===== src/design/dfp_pkg.sv =====
package dfp_pkg;

   // Measurements from the power stage, percent of rated values
   typedef struct packed {
      logic [11:0] out_current_pct;
      logic [11:0] bus_voltage_pct;
   } dfp_meas_type;

   // Supervisor states
   typedef enum logic [5:0] {
      ST_INIT  = 6'b000001,
      ST_GTEST = 6'b000010,
      ST_RUN   = 6'b000100,
      ST_WAIT  = 6'b001000,
      ST_ARST  = 6'b010000,
      ST_LOCK  = 6'b100000
   } dfp_state_type;

   // Register byte offsets
   localparam logic [7:0] CFG_OFS      = 8'h00;
   localparam logic [7:0] OVL_OFS      = 8'h04;
   localparam logic [7:0] STALL_OFS    = 8'h08;
   localparam logic [7:0] ARST_OFS     = 8'h0C;
   localparam logic [7:0] STATUS_OFS   = 8'h10;
   localparam logic [7:0] IRQ_STAT_OFS = 8'h14;
   localparam logic [7:0] IRQ_MASK_OFS = 8'h18;
   localparam logic [7:0] CTRL_OFS     = 8'h1C;

   // Field positions
   localparam int CFG_OVL_EN_POS   = 0;
   localparam int CFG_GS_EN_POS    = 1;
   localparam int CFG_IPL_EN_POS   = 2;
   localparam int CFG_OPL_EN_POS   = 3;
   localparam int CFG_FDO_POS      = 4;
   localparam int OVL_GAIN_POS     = 0;
   localparam int OVL_COEF_POS     = 16;
   localparam int STALL_OVG_POS    = 0;
   localparam int STALL_OVT_POS    = 8;
   localparam int STALL_OCG_POS    = 16;
   localparam int STALL_OCT_POS    = 24;
   localparam int ARST_LIMIT_POS   = 0;
   localparam int ARST_INTV_POS    = 16;
   localparam int CTRL_UNLOCK_POS  = 0;
   localparam int IRQ_W            = 6;

   // Reset values and writable masks
   localparam logic [31:0] CFG_RST    = 32'h0000_001F;
   localparam logic [31:0] CFG_MASK   = 32'h0000_001F;
   localparam logic [31:0] OVL_RST    = 32'h0050_0064;
   localparam logic [31:0] OVL_MASK   = 32'h007F_03FF;
   localparam logic [31:0] STALL_RST  = 32'h9614_8200;
   localparam logic [31:0] STALL_MASK = 32'hFF7F_FF7F;
   localparam logic [31:0] ARST_RST   = 32'h000A_0000;
   localparam logic [31:0] ARST_MASK  = 32'h03FF_001F;

   // Timing: clock 10 MHz, slow tick 0.1 s, ground test 20 ms
   localparam int CLK_KHZ          = 10000;
   localparam int TICK_MS          = 100;
   localparam int GS_TEST_MS       = 20;
   localparam int TICK_CYCLES_DFLT = TICK_MS * CLK_KHZ;
   localparam int GS_CYCLES_DFLT   = GS_TEST_MS * CLK_KHZ;

   // Overload curve: base 150%, fast point 220%, 60 min vs 1 min
   localparam int OVL_BASE_PCT  = 150;
   localparam int OVL_FAST_PCT  = 220;
   localparam int OVL_SLOW_S    = 3600;
   localparam int OVL_FAST_S    = 60;
   localparam int TICKS_PER_S   = 1000 / TICK_MS;
   localparam int OVL_SPAN_PCT  = OVL_FAST_PCT - OVL_BASE_PCT;
   localparam int OVL_SLOPE     = OVL_SLOW_S / OVL_FAST_S - 1;
   localparam int OVL_LIM_BASE  = OVL_SLOW_S * TICKS_PER_S * OVL_SPAN_PCT;
   localparam int PCT_SCALE     = 100;

endpackage


===== src/design/dfp_stall_hold.sv =====
`timescale 1ns/1ns
// Holds the ramp while a measurement sits above its stall threshold during deceleration
module dfp_stall_hold (
   input  wire logic        pclk,
   input  wire logic        presetn,
   input  wire logic        decel,
   input  wire logic [6:0]  gain,
   input  wire logic [7:0]  threshold_pct,
   input  wire logic [11:0] level_pct,
   output logic             hold
);
   import dfp_pkg::*;

   wire stall_on = (gain != 7'h00);
   wire over     = (level_pct > {4'h0, threshold_pct});

   // Hold only during deceleration, release once level falls
   always_ff @(posedge pclk or negedge presetn) begin
      if (!presetn) begin
         hold <= 1'b0;
      end else begin
         hold <= stall_on & decel & over;
      end
   end

endmodule // dfp_stall_hold


===== src/design/dfp_overload_acc.sv =====
`timescale 1ns/1ns
// Inverse-time heat accumulator with pre-alarm
module dfp_overload_acc (
   input  wire logic        pclk,
   input  wire logic        presetn,
   input  wire logic        tick,
   input  wire logic        enable,
   input  wire logic        clear,
   input  wire logic [11:0] current_pct,
   input  wire logic [9:0]  gain,
   input  wire logic [6:0]  coef,
   output logic             fault,
   output logic             prealarm
);
   import dfp_pkg::*;

   logic [39:0] acc_reg;
   logic [39:0] acc_next;

   wire [39:0] gain_w = {30'h0000_0000, gain};
   wire [39:0] x100   = {28'h000_0000, current_pct} * 40'(PCT_SCALE);
   wire [39:0] t_base = gain_w * 40'(OVL_BASE_PCT);
   wire        above  = (x100 >= t_base);
   wire [39:0] cool   = gain_w * 40'(OVL_SPAN_PCT);
   wire [39:0] heat   = cool + 40'(OVL_SLOPE) * (x100 - t_base);
   wire [39:0] limit  = gain_w * 40'(OVL_LIM_BASE);
   wire [39:0] sum    = acc_reg + heat;
   wire        warn   = (acc_reg * 40'(PCT_SCALE)) > (limit * {33'h0_0000_0000, coef});

   // Heat when above the base level, cool otherwise
   always_comb begin
      acc_next = acc_reg;
      if (!enable || clear) begin
         acc_next = 40'h00_0000_0000;
      end else if (tick) begin
         if (above) begin
            acc_next = (sum >= limit) ? limit : sum;
         end else begin
            acc_next = (acc_reg > cool) ? acc_reg - cool : 40'h00_0000_0000;
         end
      end
   end

   // Accumulator and outputs
   always_ff @(posedge pclk or negedge presetn) begin
      if (!presetn) begin
         acc_reg  <= 40'h00_0000_0000;
         fault    <= 1'b0;
         prealarm <= 1'b0;
      end else begin
         acc_reg  <= acc_next;
         fault    <= enable & (acc_reg >= limit) & (limit != 40'h00_0000_0000);
         prealarm <= enable & warn;
      end
   end

endmodule // dfp_overload_acc


===== src/design/dfp_top.sv =====
`timescale 1ns/1ns
module dfp_top #(
   parameter int TICK_CYCLES = dfp_pkg::TICK_CYCLES_DFLT,
   parameter int GS_CYCLES   = dfp_pkg::GS_CYCLES_DFLT
) (
   input  wire logic                 pclk,
   input  wire logic                 presetn,
   input  wire logic                 psel,
   input  wire logic                 penable,
   input  wire logic                 pwrite,
   input  wire logic [7:0]           paddr,
   input  wire logic [31:0]          pwdata,
   output logic      [31:0]          prdata,
   output logic                      pready,
   output logic                      pslverr,
   input  wire dfp_pkg::dfp_meas_type meas,
   input  wire logic                 decelerating,
   input  wire logic                 ground_fault_sense,
   input  wire logic                 input_phase_lost,
   input  wire logic                 output_phase_lost,
   input  wire logic                 heavy_duty_model,
   output logic                      freq_hold,
   output logic                      output_phase_terminals_drive,
   output logic                      overload_prealarm,
   output logic                      fault_out,
   output logic                      fault_auto_reset,
   output logic                      irq
);
   import dfp_pkg::*;

   // Registers
   logic [31:0]        cfg_reg;
   logic [31:0]        ovl_reg;
   logic [31:0]        stall_reg;
   logic [31:0]        arst_reg;
   logic [IRQ_W-1:0]   irq_stat_reg;
   logic [IRQ_W-1:0]   irq_stat_next;
   logic [IRQ_W-1:0]   irq_mask_reg;
   logic [IRQ_W-1:0]   lvl_prev_reg;
   dfp_state_type      state_reg;
   dfp_state_type      state_next;
   logic [4:0]         retry_reg;
   logic [4:0]         retry_next;
   logic [9:0]         wait_reg;
   logic [9:0]         wait_next;
   logic [31:0]        tick_cnt_reg;
   logic               tick_reg;
   logic [31:0]        gs_cnt_reg;
   logic               hd_reg;
   logic               ov_hold;
   logic               oc_hold;
   logic               ovl_fault;
   logic               ovl_pre;

   // Field extraction
   wire        ovl_en    = cfg_reg[CFG_OVL_EN_POS];
   wire        gs_en     = cfg_reg[CFG_GS_EN_POS];
   wire        ipl_en    = cfg_reg[CFG_IPL_EN_POS];
   wire        opl_en    = cfg_reg[CFG_OPL_EN_POS];
   wire        fdo_sel   = cfg_reg[CFG_FDO_POS];
   wire [9:0]  ovl_gain  = ovl_reg[OVL_GAIN_POS +: 10];
   wire [6:0]  ovl_coef  = ovl_reg[OVL_COEF_POS +: 7];
   wire [6:0]  ov_gain   = stall_reg[STALL_OVG_POS +: 7];
   wire [7:0]  ov_thr    = stall_reg[STALL_OVT_POS +: 8];
   wire [6:0]  oc_gain   = stall_reg[STALL_OCG_POS +: 7];
   wire [7:0]  oc_thr    = stall_reg[STALL_OCT_POS +: 8];
   wire [4:0]  rst_limit = arst_reg[ARST_LIMIT_POS +: 5];
   wire [9:0]  rst_intv  = arst_reg[ARST_INTV_POS +: 10];
   wire [9:0]  intv_eff  = (rst_intv == 10'h000) ? 10'h001 : rst_intv;

   // APB decode
   wire setup_ph   = psel & ~penable;
   wire access_ok  = psel & penable & pready;
   wire wr_en      = access_ok & pwrite;
   wire sel_cfg    = (paddr == CFG_OFS);
   wire sel_ovl    = (paddr == OVL_OFS);
   wire sel_stall  = (paddr == STALL_OFS);
   wire sel_arst   = (paddr == ARST_OFS);
   wire sel_status = (paddr == STATUS_OFS);
   wire sel_istat  = (paddr == IRQ_STAT_OFS);
   wire sel_imask  = (paddr == IRQ_MASK_OFS);
   wire sel_ctrl   = (paddr == CTRL_OFS);
   wire mapped     = sel_cfg | sel_ovl | sel_stall | sel_arst | sel_status | sel_istat | sel_imask | sel_ctrl;
   wire unlock     = wr_en & sel_ctrl & pwdata[CTRL_UNLOCK_POS];

   // Status word
   wire [31:0] status_word = {11'h000, hd_reg, fault_out, overload_prealarm, oc_hold, ov_hold,
                              3'h0, retry_reg, 2'h0, state_reg};

   // Read data selection
   wire [31:0] rd_data = sel_cfg    ? cfg_reg :
                         sel_ovl    ? ovl_reg :
                         sel_stall  ? stall_reg :
                         sel_arst   ? arst_reg :
                         sel_status ? status_word :
                         sel_istat  ? {26'h000_0000, irq_stat_reg} :
                         sel_imask  ? {26'h000_0000, irq_mask_reg} :
                         32'h0000_0000;

   // No wait state: answer registered at the setup edge
   always_ff @(posedge pclk or negedge presetn) begin
      if (!presetn) begin
         pready  <= 1'b0;
         pslverr <= 1'b0;
         prdata  <= 32'h0000_0000;
      end else begin
         pready  <= setup_ph;
         pslverr <= setup_ph & ~mapped;
         prdata  <= (setup_ph && !pwrite) ? rd_data : 32'h0000_0000;
      end
   end

   // Setting registers
   always_ff @(posedge pclk or negedge presetn) begin
      if (!presetn) begin
         cfg_reg      <= CFG_RST;
         ovl_reg      <= OVL_RST;
         stall_reg    <= STALL_RST;
         arst_reg     <= ARST_RST;
         irq_mask_reg <= {IRQ_W{1'b0}};
      end else if (wr_en) begin
         if (sel_cfg)   cfg_reg      <= pwdata & CFG_MASK;
         if (sel_ovl)   ovl_reg      <= pwdata & OVL_MASK;
         if (sel_stall) stall_reg    <= pwdata & STALL_MASK;
         if (sel_arst)  arst_reg     <= pwdata & ARST_MASK;
         if (sel_imask) irq_mask_reg <= pwdata[IRQ_W-1:0];
      end
   end

   // Slow tick, 0.1 s
   always_ff @(posedge pclk or negedge presetn) begin
      if (!presetn) begin
         tick_cnt_reg <= 32'h0000_0000;
         tick_reg     <= 1'b0;
      end else if (tick_cnt_reg >= 32'(TICK_CYCLES - 1)) begin
         tick_cnt_reg <= 32'h0000_0000;
         tick_reg     <= 1'b1;
      end else begin
         tick_cnt_reg <= tick_cnt_reg + 32'h0000_0001;
         tick_reg     <= 1'b0;
      end
   end

   // Overload accumulator
   dfp_overload_acc u_ovl (
      .pclk        (pclk),
      .presetn     (presetn),
      .tick        (tick_reg),
      .enable      (ovl_en),
      .clear       ((state_reg == ST_ARST) | unlock),
      .current_pct (meas.out_current_pct),
      .gain        (ovl_gain),
      .coef        (ovl_coef),
      .fault       (ovl_fault),
      .prealarm    (ovl_pre)
   );

   // Overvoltage stall
   dfp_stall_hold u_ov_stall (
      .pclk          (pclk),
      .presetn       (presetn),
      .decel         (decelerating),
      .gain          (ov_gain),
      .threshold_pct (ov_thr),
      .level_pct     (meas.bus_voltage_pct),
      .hold          (ov_hold)
   );

   // Overcurrent stall
   dfp_stall_hold u_oc_stall (
      .pclk          (pclk),
      .presetn       (presetn),
      .decel         (decelerating),
      .gain          (oc_gain),
      .threshold_pct (oc_thr),
      .level_pct     (meas.out_current_pct),
      .hold          (oc_hold)
   );

   // Fault sources
   wire ipl_fault = ipl_en & hd_reg & input_phase_lost;
   wire opl_fault = opl_en & output_phase_lost;
   wire gs_fault  = (state_reg == ST_GTEST) & ground_fault_sense;
   wire any_fault = ovl_fault | ipl_fault | opl_fault | gs_fault;
   wire can_retry = (retry_reg < rst_limit);
   wire gs_done   = (gs_cnt_reg >= 32'(GS_CYCLES - 1));

   // Supervisor next state
   always_comb begin
      state_next = state_reg;
      retry_next = retry_reg;
      wait_next  = wait_reg;
      unique case (state_reg)
         ST_INIT: begin
            state_next = gs_en ? ST_GTEST : ST_RUN;
         end
         ST_GTEST, ST_RUN: begin
            if (any_fault) begin
               state_next = can_retry ? ST_WAIT : ST_LOCK;
               wait_next  = 10'h000;
            end else if (state_reg == ST_GTEST && gs_done) begin
               state_next = ST_RUN;
            end
         end
         ST_WAIT: begin
            if (tick_reg) begin
               wait_next = wait_reg + 10'h001;
               if (wait_reg + 10'h001 >= intv_eff) begin
                  state_next = ST_ARST;
               end
            end
         end
         ST_ARST: begin
            retry_next = retry_reg + 5'h01;
            state_next = ST_RUN;
         end
         ST_LOCK: begin
            if (unlock) begin
               state_next = ST_RUN;
               retry_next = 5'h00;
            end
         end
      endcase
   end

   // Supervisor state and ground test timer
   always_ff @(posedge pclk or negedge presetn) begin
      if (!presetn) begin
         state_reg  <= ST_INIT;
         retry_reg  <= 5'h00;
         wait_reg   <= 10'h000;
         gs_cnt_reg <= 32'h0000_0000;
      end else begin
         state_reg  <= state_next;
         retry_reg  <= retry_next;
         wait_reg   <= wait_next;
         gs_cnt_reg <= (state_reg == ST_GTEST) ? gs_cnt_reg + 32'h0000_0001 : 32'h0000_0000;
      end
   end

   // Model strap caught once after reset release
   always_ff @(posedge pclk or negedge presetn) begin
      if (!presetn) begin
         hd_reg <= 1'b0;
      end else if (state_reg == ST_INIT) begin
         hd_reg <= heavy_duty_model;
      end
   end

   // Output flops
   always_ff @(posedge pclk or negedge presetn) begin
      if (!presetn) begin
         freq_hold                    <= 1'b0;
         output_phase_terminals_drive <= 1'b0;
         overload_prealarm            <= 1'b0;
         fault_out                    <= 1'b0;
         fault_auto_reset             <= 1'b0;
      end else begin
         freq_hold                    <= ov_hold | oc_hold;
         output_phase_terminals_drive <= (state_next == ST_GTEST);
         overload_prealarm            <= ovl_pre;
         fault_out                    <= (state_next == ST_LOCK) |
                                         ((state_next == ST_WAIT) & fdo_sel) |
                                         ((state_next == ST_ARST) & fdo_sel);
         fault_auto_reset             <= (state_next == ST_ARST);
      end
   end

   // Event levels: lock, output loss, input loss, ground, pre-alarm, overload
   wire [IRQ_W-1:0] lvl    = {state_reg == ST_LOCK, opl_fault, ipl_fault, gs_fault, ovl_pre, ovl_fault};
   wire [IRQ_W-1:0] events = lvl & ~lvl_prev_reg;
   wire [IRQ_W-1:0] w1c    = (wr_en & sel_istat) ? pwdata[IRQ_W-1:0] : {IRQ_W{1'b0}};

   // Sticky status, set wins over clear
   always_comb begin
      irq_stat_next = (irq_stat_reg & ~w1c) | events;
   end

   // Interrupt registers
   always_ff @(posedge pclk or negedge presetn) begin
      if (!presetn) begin
         irq_stat_reg <= {IRQ_W{1'b0}};
         lvl_prev_reg <= {IRQ_W{1'b0}};
         irq          <= 1'b0;
      end else begin
         irq_stat_reg <= irq_stat_next;
         lvl_prev_reg <= lvl;
         irq          <= |(irq_stat_next & irq_mask_reg);
      end
   end

endmodule // dfp_top


===== config.mk =====
export PLATFORM = sky130hd
export DESIGN_NAME = dfp_top
export DESIGN_NICKNAME = d
export VERILOG_FILES = /design/src/design/dfp_pkg.sv /design/src/design/dfp_stall_hold.sv /design/src/design/dfp_overload_acc.sv /design/src/design/dfp_top.sv
export SDC_FILE = /design/constraint.sdc
export NUM_CORES = 2
export LEC_CHECK = 0
export BUFFER_PORTS_ARGS = -buffer_cell sky130_fd_sc_hd__buf_2
export CAP_MARGIN = 5
export CELL_PAD_IN_SITES_DETAIL_PLACEMENT = 0
export CELL_PAD_IN_SITES_GLOBAL_PLACEMENT = 1
export CORE_MARGIN = 4
export CORE_UTILIZATION = 28
export CTS_BUF_LIST = sky130_fd_sc_hd__clkbuf_16
export DETAILED_ROUTE_END_ITERATION = 12
export MAX_ROUTING_LAYER = met4
export PLACE_DENSITY_LB_ADDON = 0.1
export SLEW_MARGIN = 0
export SYNTH_ARGS = -nofsm -noshare
export SYNTH_HDL_FRONTEND = slang
export SYNTH_HIERARCHICAL = 1
export SYNTH_SLANG_ARGS = --single-unit

===== constraint.sdc =====
create_clock -name pclk -period 20.2 [get_ports pclk]
set_input_delay 2.02 -clock pclk [delete_from_list [all_inputs] [get_ports pclk]]
set_output_delay 2.02 -clock pclk [all_outputs]
set_load 0.01 [all_outputs]

== Word-level counts from Yosys, hierarchy flattened ==
Cells that the tools add are included.
Word-level totals
  logic and storage cells: 170
  output and inout port bits: 40
  register bits after elaboration: 256
  input port bits: 74
Cells by class
  magnitude comparators: 11
  $add $sub $neg: 8
  reductions and logical operators: 22
  bitwise gates (word level): 43
  multiply operators: 7
  muxes and demuxes: 31
  equality and inequality tests: 20
Operators with widths (number)
  $mux 40: 5
  $mux 32: 6
  $add 40x40->40: 2
  $ge 40x40->1: 2
  $gt 40x40->1: 2
  $add 32x1->32 const B: 2
  $mux 6: 9
  $ge 19x40->1: 1
  $mul 40x5->38 const B: 1
  $mul 6x40->40 const A: 1
  $reduce_bool 40->1: 1
  $sub 19x40->40: 1
  $sub 40x40->40: 1
  $mul 34x7->34: 1
  $eq 8x5->1 const B: 4
  $ge 32x18->1 const B: 1
  $ge 32x20->1 const B: 1
  $mux 10: 3
  $pmux 6 s5: 1
  $mul 10x16->26 const B: 1
  $mux 26: 1
  $gt 12x8->1: 2
  $and 1x1->1: 21
  $mux 21: 1
  37 further kinds: 71

== Longest topological paths before layout ==
  depth after elaboration: 11
  gate-level depth with buffers: 64
  gate-level depth less buffers: 62

== By module ==
The synthesis kept the hierarchy.
By module, submodules not included
  dfp_overload_acc: area each 26196.4 sq um, times used 1, cells each 3154
  dfp_top: area each 9599.2 sq um, times used 1, cells each 870
  dfp_stall_hold: area each 256.5 sq um, times used 2, cells each 32

== Worst setup path after synthesis ==
OpenSTA, ideal clock, no wires.
  path type: input to register
  from: input meas[14] (netlist bit)
  to: register u_ovl.acc_reg[5]
  slack: 6.734 ns
  path buffers: 1
  data arrival time: 13.388 ns
  stages on the path: 49
  setup time: 0.077 ns
  path through: ha_1 ha_1 fa_1 ha_1 a21oi_1 o21bai_1 a21oi_1 o21bai_1 a21oi_1 nor2b_1 o21a_1 nor2_1 xnor2_1 ha_1 a21oi_1 nand2_1 a31o_2 a41oi_1 [13 not listed] ha_1 nand2_1 nor2_1 nand3_1 o31ai_1 a21oi_1 nand3_1 xor2_1 ha_1 o211ai_1 a21oi_1 a2111oi_0 o31ai_1 a2111oi_4 nand4b_2 buf_6 o41a_1 a21oi_1
Between the ends
  cells in the longest elaborated chain, start to end: 10
  elaborated cells between the ends (all ways): 11
  those cells by class: add/sub (3); mul (2); order compare (2); mux (4)
Ends and longest elaborated chain
  start, declared: RTL line dfp_top.sv:16  | input wire dfp_pkg::dfp_meas_type meas,
  $mul 12x5->17 *: RTL line dfp_overload_acc.sv:21  | wire [39:0] x100 = {28'h000_0000, current_pct} * 40'(PCT_SCALE);
  $sub 19x40->40: RTL line dfp_overload_acc.sv:25  | wire [39:0] heat = cool + 40'(OVL_SLOPE) * (x100 - t_base);
  $mul 6x40->40: RTL line dfp_overload_acc.sv:25
  $add 40x40->40: RTL line dfp_overload_acc.sv:25
  $add 40x40->40: RTL line dfp_overload_acc.sv:27  | wire [39:0] sum = acc_reg + heat;
  $ge 40x40->1: RTL line dfp_overload_acc.sv:37  | acc_next = (sum >= limit) ? limit : sum;
  $mux 40: RTL line dfp_overload_acc.sv:37
  $mux 40 *: RTL line dfp_overload_acc.sv:36  | if (above) begin
  $mux 40 *: RTL line dfp_overload_acc.sv:35  | end else if (tick) begin
  $mux 40 *: RTL line dfp_overload_acc.sv:33  | if (!enable || clear) begin
  end signal, assigned: RTL line dfp_overload_acc.sv:51  | acc_reg <= acc_next;
  end, declared: RTL line dfp_overload_acc.sv:17  | logic [39:0] acc_reg;
Mark *: on every way between the ends. The rest lies on a longest branch, timed or not. The select of a mux whose other input is x is not followed.
A chain may end at the register's enable or synchronous reset.

== Final worst setup path ==
  from: register ovl_reg[5]
  to: register u_ovl.acc_reg[31]
Between the ends
  cells in the longest elaborated chain, start to end: 10
  elaborated cells between the ends (all ways): 16
  those cells by class: add/sub (4); mul (4); order compare (3); mux (5)
Ends and longest elaborated chain
  start, declared: RTL line dfp_top.sv:33  | logic [31:0] ovl_reg;
  start signal, assigned: RTL line dfp_top.sv:123  | if (sel_ovl) ovl_reg <= pwdata & OVL_MASK;
  $mul 10x7->17: RTL line dfp_overload_acc.sv:22  | wire [39:0] t_base = gain_w * 40'(OVL_BASE_PCT);
  $sub 19x40->40: RTL line dfp_overload_acc.sv:25
  $mul 6x40->40: RTL line dfp_overload_acc.sv:25
  $add 40x40->40: RTL line dfp_overload_acc.sv:25
  $add 40x40->40: RTL line dfp_overload_acc.sv:27
  $ge 40x40->1: RTL line dfp_overload_acc.sv:37
  $mux 40: RTL line dfp_overload_acc.sv:37
  $mux 40 *: RTL line dfp_overload_acc.sv:36
  $mux 40 *: RTL line dfp_overload_acc.sv:35
  $mux 40 *: RTL line dfp_overload_acc.sv:33
Marks and branches as above.

==> impl_metrics.csv <==
group,metric,value,unit
finish,drive_gt1_share,8.37,%
floorplanning,ios,114,
timing,tns,0,ns
timing,setup_viol,0,
worst_setup_path,critPathLaunch,"ovl_reg[5]",
worst_setup_path,cp-end-kind,"flip-flop",
timing,skew,0.0139,ns
finish,layoutNonFillerInstCount,5983,
status,status,"finished clean",
detailed_routing,drtIter0Drc,1325,
worst_setup_path,cpPeakStageDelay,0.82,ns
synth,synth-edff-count,0,
floorplanning,dieWidth,368,um
synth,yosys_warnings,6,
cts,cts_setup_buffers,0,
placement,pre_cts_slack,4.97,ns
detailed_routing,remaining_drc_errors,0,
cts,numCtsBuffers,36,
finish,final_util,31.4,%
cts,clockRootBuffer,"clkbuf_16",
floorplanning,initial_core_util,28.3,%
global_routing,grt_max_degree,75,
finish,nets,5202,
detailed_routing,ant_nets,0,
floorplanning,die_y,368,um
detailed_routing,wire_per_inst,19.1,um
finish,largest_reg_flops,39,
placement,place.gp.congestion,0.814,
synth,synth_area,36300,sq um
floorplanning,die-area,135000,sq um
worst_setup_path,critPathLaunchType,"flip-flop",
timing,hold_viol_final,0,
synth,yosysTopAreaCell,"ha_1",
worst_setup_path,crit_type,"flip-flop to flip-flop",
cts,cts_tree,"yes",
cts,cts_buffer_depth,3,
synth,ys_types,96,
worst_setup_path,slowest_stage,"dfstp_2",
worst_setup_path,crit_end,"u_ovl/acc_reg[31]",
detailed_routing,vias_per_cell,4.76,
synth,yosys-top-cells-area,"ha_1, dfrtp_1, fa_1",
detailed_routing,num_vias,28500,
finish,area_growth,11.0,%
worst_setup_path,rr_endpoint,"u_ovl/acc_reg[31]",
global_routing,grtUsageTotal,17.1,%
synth,yosysTopAreaCellShare,21.3,%
worst_setup_path,crit_path_max_fanout,30,
detailed_routing,drtPass1Iterations,7,
worst_setup_path,rrSetupSlack,5.58,ns
global_routing,grt_pass1_vias,29500,
synth,synth-seq-area-share,17.6,%
worst_setup_path,cpMostUsedCell,"ha_1",
run,max_cap_viol_count,0,
global_routing,overflow,0,
cts,htree_levels,2,
timing,period_share,72.4,%
placement,placed_cells,5915,
synth,synth-seq-cells,254,
timing,min_period,14.62,ns
worst_setup_path,reg2reg_from,"ovl_reg[5]",
synth,async_reset_ff_share,100,%
synth,synthFlopType,"dfrtp_1",
timing,final_max_slew_viol_count,0,
detailed_routing,wirelength,114000,um
floorplanning,core_area,128000,sq um
min_path,min_path_type,"flip-flop to flip-flop",
placement,post-dp-hpwl,95000,um
cts,cts.sinks,254,
timing,rsz0062_at_grt,"no",
floorplanning,row_count,131,
placement,io_buffers,113,
timing,worst_slew_pin_slew,1.33,ns
synth,synthCells,4088,
synth,postSynthAreaPerCell,8.88,sq um
worst_setup_path,cp.arrival,15.06,ns
worst_setup_path,cp.required,20.63,ns
global_routing,antenna_found_initial,5,
timing,fin_ws,5.58,ns
cts,clkLatencyLatePin,0.57,ns
cts,postCtsResizedCells,0,
cts,postCtsHoldBufs,0,
timing,fmax,0.0684,GHz
global_routing,grt_pass1_wl,177000,um
worst_setup_path,reg2reg_depth,56,
timing,maxSlewHeadroom,9.94,%
cts,clk_pin_slew,0.06,ns
-- placed cells by master (no fill, tap or decap), types with 46 or more instances in the layout --
cell and instances:
a21o_1 112, a21oi_1 248, and2_1 65, buf_2 112, buf_4 49, dfrtp_1 232, fa_1 286, ha_1 618
inv_1 670, mux2_2 64, nand2_1 330, nand3_1 83, nand4_1 53, nor2_1 211, nor3_1 46, o21ai_0 172
xnor2_1 163, xor2_1 89
-- worst min-delay path by stage --
stage,start,end,slack (ns),depth (start not counted)
finish,u_ovl/prealarm,lvl_prev_reg[1],0.44,0
global route,u_ovl/prealarm,lvl_prev_reg[1],0.47,0
CTS,lvl_prev_reg[2],irq_stat_reg[2],0.47,1
detailed placement,lvl_prev_reg[2],irq_stat_reg[2],0.44,1
global placement,lvl_prev_reg[2],irq_stat_reg[2],0.44,1
floorplan,u_ovl/prealarm,lvl_prev_reg[1],0.35,0
-- metrics by stage --
stage | hold WS (ns) | area (sq um)
floorplan | 0.354 | 36400
global placement | 0.439 | 39200
detailed placement | 0.444 | 39200
CTS | 0.466 | 40300
global route | 0.469 | 40300
finish | 0.442 | 40300
-- cell usage after synthesis (9+ instances only) --
cell type    n
inv_1      658
ha_1       618
nand2_1    330
fa_1       286
a21oi_1    248
dfrtp_1    233
nor2_1     211
o21ai_0    173
xnor2_1    165
a21o_1     112
xor2_1      89
nand3_1     83
and2_1      65
mux2_2      64
clkbuf_1    60
nand4_1     53
nor3_1      47
nand2b_1    39
nor2b_1     39
mux2i_1     31
o21a_1      31
o21bai_1    31
a211oi_1    29
and3_1      29
a31oi_1     24
dfstp_2     21
nor4_1      21
o211ai_1    20
or3_1       19
a22oi_1     16
a21boi_0    13
o221ai_1    13
or2_2       13
and4_1      10
mux2_4      10
o2111ai_1    9
o31ai_1      9
-- layout make-up --
type | instances | area [sq um]
Antenna cell | 3 | 7.51
Fill cell | 13700 | 87900
Sequential cell | 254 | 6380
Tap cell | 1729 | 2160
Timing Repair Buffer | 162 | 943
Clock buffer | 36 | 901
Inverter | 659 | 2470
Clock inverter | 29 | 221
Multi-Input combinational cell | 3111 | 27200
-- worst max-delay path: cells and delay by family (launching register included) --
kind	cells	cell delay (ns)
XOR/XNOR	2	0.42
AO/OA/AOI/OAI	22	4.69
buffers and inverters	7	0.98
AND/OR/NAND/NOR	11	2.05
adder cells (fa/ha/maj)	13	5.16
multiplexers	1	0.35
flip-flops	1	0.82
-- cells by family (layout without fill, tap and decap cells) --
group | Yosys count | after routing | share of synthesized area, %
compound gates | 831 | 831 | 14.7
xor+xnor | 254 | 254 | 6.13
fa+ha+maj | 904 | 904 | 37.1
buf+inv | 736 | 886 | 7.74
flops | 254 | 254 | 17.6
mux | 108 | 108 | 3.35
other cells | 3 | 19 | 0.0310
simple gates | 998 | 998 | 13.4
-- metal layers --
metal	wire length [um]	global-route usage [%]	up-vias
met2	52600	27.4	289
met3	2830	1.62	79
met4	2050	3.26	0
met1	57000	23.8	13900
li1	-	-	14200
met5	0	-	-
Power is left out: the tool's default activity adds up to more than one toggle a clock period on the data nets, which glitch-free logic cannot reach.
